==> config.mk <==
export PLATFORM = sky130hd
export DESIGN_NAME = two_speed_startup_fail_safe_monitor
export DESIGN_NICKNAME = d
export VERILOG_FILES = /design/src/rtl/clock_supervisor_pkg.sv /design/src/rtl/level_sync.sv /design/src/rtl/two_speed_startup_fail_safe_monitor.sv
export SDC_FILE = /design/constraint.sdc
export NUM_CORES = 1
export LEC_CHECK = 0
export BUFFER_PORTS_ARGS = -buffer_cell sky130_fd_sc_hd__buf_2
export CAP_MARGIN = 20
export CORE_ASPECT_RATIO = 2
export CORE_MARGIN = 2
export CORE_UTILIZATION = 50
export DETAILED_ROUTE_END_ITERATION = 8
export GPL_TIMING_DRIVEN = 0
export HOLD_SLACK_MARGIN = 0.15
export PLACE_DENSITY = 0.89
export SYNTH_ARGS = -nofsm -noshare
export SYNTH_HDL_FRONTEND = slang
export SYNTH_HIERARCHICAL = 1
export SYNTH_SLANG_ARGS = --single-unit
==> constraint.sdc <==
create_clock -name core_clk -period 4.4 [get_ports core_clk]
set_input_delay 0.66 -clock core_clk [delete_from_list [all_inputs] [get_ports core_clk]]
set_output_delay 0.66 -clock core_clk [all_outputs]
set_load 0.01 [all_outputs]
==> src/rtl/clock_supervisor_pkg.sv <==
// constants, types and helpers shared by the clock supervisor files
package clock_supervisor_pkg;

    // register byte offsets
    localparam logic [7:0] OFS_OSC_CONTROL = 8'h00;
    localparam logic [7:0] OFS_OSC_TUNING = 8'h04;
    localparam logic [7:0] OFS_FLAGS_TWO = 8'h08;
    localparam logic [7:0] OFS_ENABLES_TWO = 8'h0C;
    localparam logic [7:0] OFS_SUPERVISOR_STATUS = 8'h10;

    // oscillator_control fields
    localparam int SCS_BIT = 0;
    localparam int LTS_BIT = 1;
    localparam int HTS_BIT = 2;
    localparam int STARTUP_TIMEOUT_STATUS_BIT = 3;
    localparam int IFS_LSB = 4;
    localparam int IFS_MSB = 6;
    localparam logic [2:0] IFS_RESET = 3'h6;
    localparam logic SCS_RESET = 1'b0;

    // oscillator_tuning field
    localparam int TRIM_MSB = 4;
    localparam logic [4:0] TRIM_RESET = 5'h00;

    // flag, enable and supervisor status fields
    localparam int FAIL_FLAG_BIT = 0;
    localparam int FAIL_IE_BIT = 0;
    localparam int STAT_FAIL_SAFE_BIT = 0;
    localparam int STAT_OST_RUN_BIT = 1;
    localparam int STAT_CPU_RUN_BIT = 2;

    // start-up timer: external falling edges counted before stable
    localparam int OST_WIDTH = 11;
    localparam logic [OST_WIDTH-1:0] OST_LAST = 11'h3FF;
    localparam logic [OST_WIDTH-1:0] OST_ONE = 11'h001;

    // sample clock divider on the low-frequency internal oscillator
    localparam int LF_DIV_WIDTH = 6;
    localparam logic [LF_DIV_WIDTH-1:0] LF_HALF = 6'h1F;
    localparam logic [LF_DIV_WIDTH-1:0] LF_LAST = 6'h3F;
    localparam logic [LF_DIV_WIDTH-1:0] LF_ONE = 6'h01;

    // oscillator_mode_select encodings
    localparam logic [2:0] MODE_LOW_POWER_CRYSTAL = 3'h0;
    localparam logic [2:0] MODE_CRYSTAL = 3'h1;
    localparam logic [2:0] MODE_HIGH_SPEED_CRYSTAL = 3'h2;
    localparam logic [2:0] MODE_EXTERNAL_CLOCK_INPUT = 3'h3;
    localparam logic [2:0] MODE_INTERNAL_IO = 3'h4;
    localparam logic [2:0] MODE_INTERNAL_CLKOUT = 3'h5;
    localparam logic [2:0] MODE_RESISTOR_CAPACITOR_IO = 3'h6;
    localparam logic [2:0] MODE_RESISTOR_CAPACITOR = 3'h7;

    localparam logic [1:0] HTRANS_NONSEQ = 2'h2;

    typedef enum {
        ST_POWERUP,
        ST_INTERNAL,
        ST_OST,
        ST_WAIT_INT_FALL,
        ST_HOLD_LOW,
        ST_EXTERNAL,
        ST_ASLEEP
    } sup_state_t;

    typedef struct packed {
        logic switchover_enable_cfg;
        logic fail_monitor_enable;
        logic powerup_timer_enable;
        logic [2:0] oscillator_mode_select;
    } osc_cfg_t;

    typedef struct packed {
        logic level;
        logic rise;
        logic fall;
    } edge_t;

    function automatic logic is_crystal(input logic [2:0] mode);
        is_crystal = (mode == MODE_LOW_POWER_CRYSTAL) || (mode == MODE_CRYSTAL)
            || (mode == MODE_HIGH_SPEED_CRYSTAL);
    endfunction : is_crystal

    function automatic logic is_external(input logic [2:0] mode);
        is_external = is_crystal(mode) || (mode == MODE_EXTERNAL_CLOCK_INPUT)
            || (mode == MODE_RESISTOR_CAPACITOR_IO) || (mode == MODE_RESISTOR_CAPACITOR);
    endfunction : is_external

endpackage : clock_supervisor_pkg

==> src/rtl/level_sync.sv <==
// two-flop synchroniser with rise and fall pulses
`timescale 1ns/1ps
module level_sync (
    input wire logic core_clk, // system clock
    input wire logic rst, // synchronous reset, active high
    input wire logic async_in, // oscillator level from outside
    output clock_supervisor_pkg::edge_t sig // synced level and edge pulses
);
    import clock_supervisor_pkg::*;

    logic meta_r;
    logic sync_r;
    logic prev_r;

    // meta_r feeds sync_r only
    always_ff @(posedge core_clk)
    begin
        if (rst)
        begin
            meta_r <= 1'b0;
            sync_r <= 1'b0;
            prev_r <= 1'b0;
        end
        else
        begin
            meta_r <= async_in;
            sync_r <= meta_r;
            prev_r <= sync_r;
        end
    end

    assign sig.level = sync_r;
    assign sig.rise = sync_r & ~prev_r;
    assign sig.fall = ~sync_r & prev_r;

endmodule : level_sync

==> src/rtl/two_speed_startup_fail_safe_monitor.sv <==
// two-speed start-up sequencer and fail-safe clock monitor with ahb-lite registers
//
// Design decisions made here: the AHB-Lite register port and the address map.
`timescale 1ns/1ps
module two_speed_startup_fail_safe_monitor (
    input wire logic core_clk, // system clock, 10 MHz
    input wire logic rst, // synchronous reset, active high
    input wire logic hsel, // ahb slave select
    input wire logic [31:0] haddr, // ahb address
    input wire logic [1:0] htrans, // ahb transfer type
    input wire logic hwrite, // ahb write
    input wire logic [2:0] hsize, // ahb size, word only
    input wire logic [31:0] hwdata, // ahb write data
    input wire logic hready, // ahb bus ready
    output logic hreadyout, // ahb slave ready
    output logic hresp, // ahb response, always okay
    output logic [31:0] hrdata, // ahb read data
    input clock_supervisor_pkg::osc_cfg_t cfg, // configuration word bits
    input wire logic powerup_timer_done, // power-up timer expired
    input wire logic sleep_req, // sleep instruction pulse
    input wire logic wake_up, // wake-up from sleep pulse
    input wire logic ext_osc, // external oscillator level
    input wire logic int_osc, // internal oscillator level
    input wire logic lf_osc, // low-frequency internal oscillator level
    input wire logic high_osc_stable, // high-frequency internal osc stable
    input wire logic low_osc_stable, // low-frequency internal osc stable
    output logic sys_clk_ext, // system clock from external source
    output logic sys_clk_hold_low, // system clock held low for switch
    output logic cpu_run, // core may execute
    output logic ost_running, // start-up timer counting
    output logic [2:0] internal_frequency_select, // internal osc frequency
    output logic [4:0] frequency_trim, // internal osc trim
    output logic osc_fail_irq // fail interrupt request
);
    import clock_supervisor_pkg::*;

    edge_t ext_e;
    edge_t int_e;
    edge_t lf_e;

    sup_state_t state_r;
    sup_state_t state_nxt;
    sup_state_t launch;

    logic [OST_WIDTH-1:0] ost_cnt_r;
    logic [LF_DIV_WIDTH-1:0] lf_cnt_r;
    logic latch_r;
    logic fail_safe_r;
    logic startup_timeout_status_r;
    logic scs_r;
    logic [2:0] ifs_r;
    logic [4:0] trim_r;
    logic fail_flag_r;
    logic fail_ie_r;
    logic sys_clk_ext_r;
    logic hold_low_r;
    logic cpu_run_r;
    logic ost_running_r;

    logic addr_ph_r;
    logic wr_ph_r;
    logic [7:0] addr_r;
    logic [31:0] hrdata_r;

    logic bus_take;
    logic wr_ctrl;
    logic wr_tune;
    logic wr_flags;
    logic wr_enables;
    logic scs_new;
    logic scs_toggle;
    logic scs_eff;
    logic two_speed_en;
    logic samp_rise;
    logic samp_fall;
    logic mon_active;
    logic fail_det;
    logic [31:0] rd_mux;

    // oscillator levels arrive unrelated to core_clk
    level_sync u_ext_sync (
        .core_clk(core_clk),
        .rst(rst),
        .async_in(ext_osc),
        .sig(ext_e)
    );

    level_sync u_int_sync (
        .core_clk(core_clk),
        .rst(rst),
        .async_in(int_osc),
        .sig(int_e)
    );

    level_sync u_lf_sync (
        .core_clk(core_clk),
        .rst(rst),
        .async_in(lf_osc),
        .sig(lf_e)
    );

    // where a start-up goes, given the mode and the select bit
    function automatic sup_state_t launch_state(input logic [2:0] mode, input logic system_clock_select);
        if (system_clock_select)
            launch_state = ST_INTERNAL;
        else if (is_crystal(mode))
            launch_state = ST_OST;
        else if (is_external(mode))
            launch_state = ST_EXTERNAL;
        else
            launch_state = ST_INTERNAL;
    endfunction : launch_state

    // bus decode: zero wait states, so hreadyout stays high
    assign bus_take = hsel && hready && (htrans == HTRANS_NONSEQ);
    assign wr_ctrl = wr_ph_r && (addr_r == OFS_OSC_CONTROL);
    assign wr_tune = wr_ph_r && (addr_r == OFS_OSC_TUNING);
    assign wr_flags = wr_ph_r && (addr_r == OFS_FLAGS_TWO);
    assign wr_enables = wr_ph_r && (addr_r == OFS_ENABLES_TWO);
    assign scs_new = hwdata[SCS_BIT];
    assign scs_toggle = wr_ctrl && (scs_new != scs_r);
    // select value in force from this edge on, so a restart by toggle runs the core at once unless it enters the timer without two-speed start-up
    assign scs_eff = scs_toggle ? scs_new : scs_r;

    assign two_speed_en = (cfg.switchover_enable_cfg || cfg.fail_monitor_enable)
        && is_crystal(cfg.oscillator_mode_select) && !scs_eff;

    // launch uses the select value being written when it toggles
    assign launch = launch_state(cfg.oscillator_mode_select, scs_eff);

    // sample clock is the divider msb; its edges fall on the half and wrap points
    assign samp_rise = lf_e.rise && (lf_cnt_r == LF_HALF);
    assign samp_fall = lf_e.rise && (lf_cnt_r == LF_LAST);

    // only in steady external operation, never during start-up
    assign mon_active = cfg.fail_monitor_enable && (state_r == ST_EXTERNAL)
        && !fail_safe_r;
    // an external fall in the closing cycle still counts as seen
    assign fail_det = mon_active && samp_fall && !latch_r && !ext_e.fall;

    always_comb
    begin
        state_nxt = state_r;
        if (sleep_req)
            state_nxt = ST_ASLEEP;
        else if (scs_toggle)
            state_nxt = launch;
        else if (fail_det)
            state_nxt = ST_INTERNAL;
        else
        begin
            unique case (state_r)
                ST_POWERUP:
                begin
                    if (!cfg.powerup_timer_enable || powerup_timer_done)
                        state_nxt = launch;
                end
                ST_INTERNAL:
                begin
                    state_nxt = ST_INTERNAL;
                end
                ST_OST:
                begin
                    if (ext_e.fall && (ost_cnt_r == OST_LAST))
                        state_nxt = ST_WAIT_INT_FALL;
                end
                ST_WAIT_INT_FALL:
                begin
                    if (int_e.fall)
                        state_nxt = ST_HOLD_LOW;
                end
                ST_HOLD_LOW:
                begin
                    if (ext_e.fall)
                        state_nxt = ST_EXTERNAL;
                end
                ST_EXTERNAL:
                begin
                    state_nxt = ST_EXTERNAL;
                end
                ST_ASLEEP:
                begin
                    if (wake_up)
                        state_nxt = launch;
                end
            endcase
        end
    end

    always_ff @(posedge core_clk)
    begin
        if (rst)
            state_r <= ST_POWERUP;
        else
            state_r <= state_nxt;
    end

    // count restarts on every entry to the timer
    always_ff @(posedge core_clk)
    begin
        if (rst)
            ost_cnt_r <= '0;
        else if (state_nxt != ST_OST || state_r != ST_OST)
            ost_cnt_r <= '0;
        else if (ext_e.fall)
            ost_cnt_r <= ost_cnt_r + OST_ONE;
    end

    always_ff @(posedge core_clk)
    begin
        if (rst)
            lf_cnt_r <= '0;
        else if (lf_e.rise)
            lf_cnt_r <= lf_cnt_r + LF_ONE;
    end

    // set wins so a fall on the clearing edge is not lost
    always_ff @(posedge core_clk)
    begin
        if (rst)
            latch_r <= 1'b0;
        else if (ext_e.fall)
            latch_r <= 1'b1;
        else if (samp_rise)
            latch_r <= 1'b0;
    end

    // fail condition; a fresh failure beats a same-cycle clear
    always_ff @(posedge core_clk)
    begin
        if (rst)
            fail_safe_r <= 1'b0;
        else if (fail_det)
            fail_safe_r <= 1'b1;
        else if (sleep_req)
            fail_safe_r <= 1'b0;
        else if (scs_toggle && launch != ST_OST)
            fail_safe_r <= 1'b0;
        else if (state_nxt == ST_EXTERNAL && state_r != ST_EXTERNAL)
            fail_safe_r <= 1'b0;
    end

    // status follows the source: set from the internal-fall edge onward
    always_ff @(posedge core_clk)
    begin
        if (rst)
            startup_timeout_status_r <= 1'b0;
        else
            startup_timeout_status_r <= ((state_nxt == ST_HOLD_LOW) || (state_nxt == ST_EXTERNAL))
                && is_external(cfg.oscillator_mode_select);
    end

    // clock steering outputs, registered from the next state
    always_ff @(posedge core_clk)
    begin
        if (rst)
        begin
            sys_clk_ext_r <= 1'b0;
            hold_low_r <= 1'b0;
            cpu_run_r <= 1'b0;
            ost_running_r <= 1'b0;
        end
        else
        begin
            sys_clk_ext_r <= (state_nxt == ST_EXTERNAL);
            hold_low_r <= (state_nxt == ST_HOLD_LOW);
            ost_running_r <= (state_nxt == ST_OST);
            // without two-speed start-up the core waits out the timer
            cpu_run_r <= (state_nxt == ST_INTERNAL) || (state_nxt == ST_EXTERNAL)
                || (((state_nxt == ST_OST) || (state_nxt == ST_WAIT_INT_FALL))
                && two_speed_en);
        end
    end

    // software select bit; automatic switches never write it
    always_ff @(posedge core_clk)
    begin
        if (rst)
        begin
            scs_r <= SCS_RESET;
            ifs_r <= IFS_RESET;
        end
        else if (wr_ctrl)
        begin
            scs_r <= scs_new;
            ifs_r <= hwdata[IFS_MSB:IFS_LSB];
        end
    end

    always_ff @(posedge core_clk)
    begin
        if (rst)
            trim_r <= TRIM_RESET;
        else if (wr_tune)
            trim_r <= hwdata[TRIM_MSB:0];
    end

    // a clear while the condition stands is ignored; set wins
    always_ff @(posedge core_clk)
    begin
        if (rst)
            fail_flag_r <= 1'b0;
        else if (fail_det)
            fail_flag_r <= 1'b1;
        else if (wr_flags && (hwdata[FAIL_FLAG_BIT] || !fail_safe_r))
            fail_flag_r <= hwdata[FAIL_FLAG_BIT];
    end

    always_ff @(posedge core_clk)
    begin
        if (rst)
            fail_ie_r <= 1'b0;
        else if (wr_enables)
            fail_ie_r <= hwdata[FAIL_IE_BIT];
    end

    always_comb
    begin
        rd_mux = '0;
        unique case (haddr[7:0])
            OFS_OSC_CONTROL:
            begin
                rd_mux[SCS_BIT] = scs_r;
                rd_mux[LTS_BIT] = low_osc_stable;
                rd_mux[HTS_BIT] = high_osc_stable;
                rd_mux[STARTUP_TIMEOUT_STATUS_BIT] = startup_timeout_status_r;
                rd_mux[IFS_MSB:IFS_LSB] = ifs_r;
            end
            OFS_OSC_TUNING:
            begin
                rd_mux[TRIM_MSB:0] = trim_r;
            end
            OFS_FLAGS_TWO:
            begin
                rd_mux[FAIL_FLAG_BIT] = fail_flag_r;
            end
            OFS_ENABLES_TWO:
            begin
                rd_mux[FAIL_IE_BIT] = fail_ie_r;
            end
            OFS_SUPERVISOR_STATUS:
            begin
                rd_mux[STAT_FAIL_SAFE_BIT] = fail_safe_r;
                rd_mux[STAT_OST_RUN_BIT] = ost_running_r;
                rd_mux[STAT_CPU_RUN_BIT] = cpu_run_r;
            end
            default:
            begin
                rd_mux = '0;
            end
        endcase
        if (haddr[31:8] != '0)
            rd_mux = '0;
    end

    // read data is sampled at the address phase so it is stable all data phase
    always_ff @(posedge core_clk)
    begin
        if (rst)
        begin
            addr_ph_r <= 1'b0;
            wr_ph_r <= 1'b0;
            addr_r <= '0;
            hrdata_r <= '0;
        end
        else if (hready)
        begin
            addr_ph_r <= bus_take;
            wr_ph_r <= bus_take && hwrite;
            // upper address bits set mean unmapped: park on a dead offset
            addr_r <= (haddr[31:8] == '0) ? haddr[7:0] : 8'hFF;
            if (bus_take && !hwrite)
                hrdata_r <= rd_mux;
        end
    end

    assign hreadyout = 1'b1;
    assign hresp = 1'b0;
    assign hrdata = hrdata_r;
    assign sys_clk_ext = sys_clk_ext_r;
    assign sys_clk_hold_low = hold_low_r;
    assign cpu_run = cpu_run_r;
    assign ost_running = ost_running_r;
    assign internal_frequency_select = ifs_r;
    assign frequency_trim = trim_r;
    assign osc_fail_irq = fail_flag_r && fail_ie_r;

endmodule : two_speed_startup_fail_safe_monitor

; ---- After elaboration in Yosys (flattened, before gate mapping)
; Cells that the tools add are included.
[totals]
reg_bits = 117
latch_bits = 0
ramBits = 0
mem_bits_ro = 0
output_inout_bits = 47
word_cells = 150
memories = 0
[classes]
add_sub_neg = 2
mul = 0
n_div = 0
magnitude_cmp = 0
n_eq_ne = 33
shift = 0
mux = 27
n_bitwise = 6
reduce_logical = 55
[op_table]
columns = op, count
row1 = 32-bit two-way mux, 8
row2 = 32-bit case mux with 7 select lines, 1
row3 = "32-bit by 3-bit == test with 1-bit output, second input constant", 5
row4 = "32-bit by 2-bit == test with 1-bit output, second input constant", 3
row5 = "32-bit by 4-bit == test with 1-bit output, second input constant", 3
row6 = "32-bit by 3-bit != test with 1-bit output, second input constant", 3
row7 = "32-bit by 1-bit == test with 1-bit output, second input constant", 1
row8 = "8-bit by 4-bit == test with 1-bit output, second input constant", 4
row9 = 32-bit zero test, 1
row10 = "32-bit by 4-bit != test with 1-bit output, second input constant", 1
row11 = 1-bit logical AND, 25
row12 = 24-bit zero test, 1
row13 = 24-bit nonzero test, 1
row14 = "8-bit by 3-bit == test with 1-bit output, second input constant", 2
row15 = 8-bit zero test, 2
row16 = 1-bit logical OR, 13
row17 = "11-bit by 1-bit adder with 11-bit output, second input constant", 1
row18 = "11-bit by 10-bit == test with 1-bit output, second input constant", 1
row19 = 1-bit two-way mux, 9
row20 = 3-bit two-way mux, 3
row21 = "8-bit by 5-bit == test with 1-bit output, second input constant", 1
row22 = 8-bit two-way mux, 1
row23 = 7-bit two-way mux, 1
row24 = "6-bit by 1-bit adder with 6-bit output, second input constant", 1
row25 = 19 further kinds, 31

; ---- Logic depth before layout (Yosys ltp)
[logic_depth]
ltp_word = 20
depth_mapped = 10
mapped_depth_nobuf = 8

; ---- Modules after synthesis
; The synthesis kept the hierarchy.
[by_module_without_submodules]
columns = module, instances, cells_per_inst, area_per_inst_um2
row1 = two_speed_startup_fail_safe_monitor, 1, 421, 3836.2
row2 = level_sync, 3, 9, 98.8

; ---- Worst setup path after synthesis
; OpenSTA, ideal clock, no wires.
[synth_path]
path_type = input to register
from = input haddr[27]
to = register hrdata_r[2], in the netlist hrdata[2]
t_arrival_ps = 2391
setup_slack_ps = 1938
stages = 7
n_path_buf = 0
cell_sequence = nor4_1 and4_1 nand3_1 nor4_1 and3_1 a22oi_1 a21oi_1
[synth_via]
elab_chain_len = 2
[synth_rtl]
columns = item, line
row1 = start: declaration, two_speed_startup_fail_safe_monitor.sv:9  ; input wire logic [31:0] haddr,
row2 = 24-bit nonzero test, two_speed_startup_fail_safe_monitor.sv:352  ; if (haddr[31:8] != '0)
row3 = 7-bit two-way mux, two_speed_startup_fail_safe_monitor.sv:352
row4 = end signal: assignment, two_speed_startup_fail_safe_monitor.sv:373  ; hrdata_r <= rd_mux;
row5 = end: declaration, two_speed_startup_fail_safe_monitor.sv:63  ; logic [31:0] hrdata_r;
; Every way passes these cells.
; A chain may end at the register's enable or synchronous reset.

==> impl_metrics.ini <==
[setup_path]
critPathMaxStageDelay_ps = 620
start_kind = register
worst-path-buf-inv = 1
cp-end-kind = register
crit_type = register to register
cp_slowest_cell = or4_1
critical_path_arrival_ps = 3110
path_delay_family = simple AND/OR/NAND/NOR gates
worstPathCellList = nor2b_1, clkbuf_1, nand3_1, nor2_1, nand4bb_1, nand2_1, o211ai_2, or4_1, a21oi_1
cp_max_fo = 6
cp.required_ps = 4630

[drt]
drt-total-wl_um = 9860
drt_iter0_markers = 233
ant_nets = 0
wl_per_cell_um = 15.0
via_per_inst = 5.53
dr.pass1.iters = 5
drc = 0
vias = 3629

[clock_network]
htree_levels = 3
cts-root-buf = clkbuf_16
clk-insertion-delay-late_ps = 340
numClockSinks = 92
cts_tree = built
clk_pin_slew_ps = 60
postCtsHoldBufs = 0
ctsResizeCount = 0
clock_path_buffers = 2
cts_buffers = 9
cts_setup_buffers = 0

[sta]
grt_setup_unrepaired = no
fin_worst_skew_ps = 9.00
finalHoldViolCount = 0
setup_slack_ps = 1530
fmax_mhz = 348
maxSlewHeadroom_pct = 24.5
tightest_slew_ps = 1120
timing.setup.tns_ps = 0
setup_violations = 0
period_share_pct = 65.3
period_minus_slack_ps = 2870
report.final.slew_viol_count = 0

[global_routing]
busiest_layer = met2
grt_pass1_wl_um = 15300
met1_usage_pct = 20.7
grt_antenna_before_repair = 0
grt_max_degree = 16
overflow = 0
use_met2_pct = 39.9
met3_usage_pct = 5.29
grt_pass1_vias = 3514
grtUsageTotal_pct = 22.3

[synth]
netlist_instances = 442
yosysWarnings = 6
synth_area_mm2 = 0.00409
avgSynthCellArea_um2 = 9.26

[die]
die_height_um = 132
die_w_um = 68.0
dieArea_mm2 = 0.00897
start_util_pct = 51.5
rows = 46
ios = 135
coreArea_mm2 = 0.00794

[hold_path]
hp-class = register to register

[placement]
dp_cells = 640
hpwl_um = 7530
pre_cts_ws_ps = 1240
port-buffer-count = 77
gp_congestion = 0.955

[layout]
nets = 645
final_common_cell = dfxtp_1
final_cell_mix = dfxtp_1, buf_2, nor2_1
drive_above_1_share_pct = 25.7
num_antenna_cells = 0
stdcell_count = 656
area_growth_pct = 22.4

[power]
powerDensity_mw_per_mm2 = 369
p_leak_nw = 2.11
irDropWorstVdd_mv = 0.284

[outcome]
outcome = finished clean

[flow_run]
cap_violations = 0
[metrics by stage]
step           cell area (µm²)  utilization [%]  hold slack, ps  power [mW]
6_report                  5010             63.0             443        1.85
5_1_grt                   5010             63.0             471        1.92
4_1_cts                   5010             63.0             446        1.86
3_5_place_dp              4690             59.1             431        1.05
3_3_place_gp              4690             59.1             427        1.05
2_1_floorplan             4190                -             414       0.991
[sequential cells by signal, indices dropped and copies added (netlist names), 3 cells and up]
name and flops:
internal_frequency_select 3, ost_cnt_r 11, frequency_trim 5, addr_r 8, lf_cnt_r 6, state_r 32, hrdata 7
[worst reg2reg max path: stages, from the launching register on]
cell and delay, ps:
dfxtp_1 310, nor2b_1 310, clkbuf_1 290, nand3_1 150, nor2_1 140, nand4bb_1 230
nand2_1 230, o211ai_2 180, or4_1 620, a21oi_1 300
[where the power goes]
part           switching, mW  internal, mW  total, mW
clock                  0.311         0.497      0.809
combinational          0.106        0.0743      0.180
sequential            0.0101         0.848      0.858
total                  0.428          1.42       1.85
[worst paths after layout]
kind               startpoint                       end  slack [ps]  depth (start not counted)
max reg2reg  u_lf_sync/sync_r  startup_timeout_status_r        1530                          9
max          u_lf_sync/sync_r  startup_timeout_status_r        1530                          9
min reg2reg  u_lf_sync/meta_r          u_lf_sync/sync_r         440                          1
min          u_lf_sync/meta_r          u_lf_sync/sync_r         440                          1
[final cells by class]
cell class / instances / area [µm²]
Sequential cell: 92 / 1840
Buffer: 46 / 287
Fill cell: 649 / 2940
Clock inverter: 6 / 86.3
Clock buffer: 10 / 229
Inverter: 10 / 37.5
Tap cell: 96 / 120
Timing Repair Buffer: 77 / 385
Multi-Input combinational cell: 319 / 2020
[per-layer routing]
layer / vias up / wire length, µm
li1: 1732 / -
met1: 1668 / 3380
met2: 184 / 5200
met3: 45 / 750
met4: 0 / 524
met5: - / 0
Note: power is estimated with default switching activity, not from simulation.
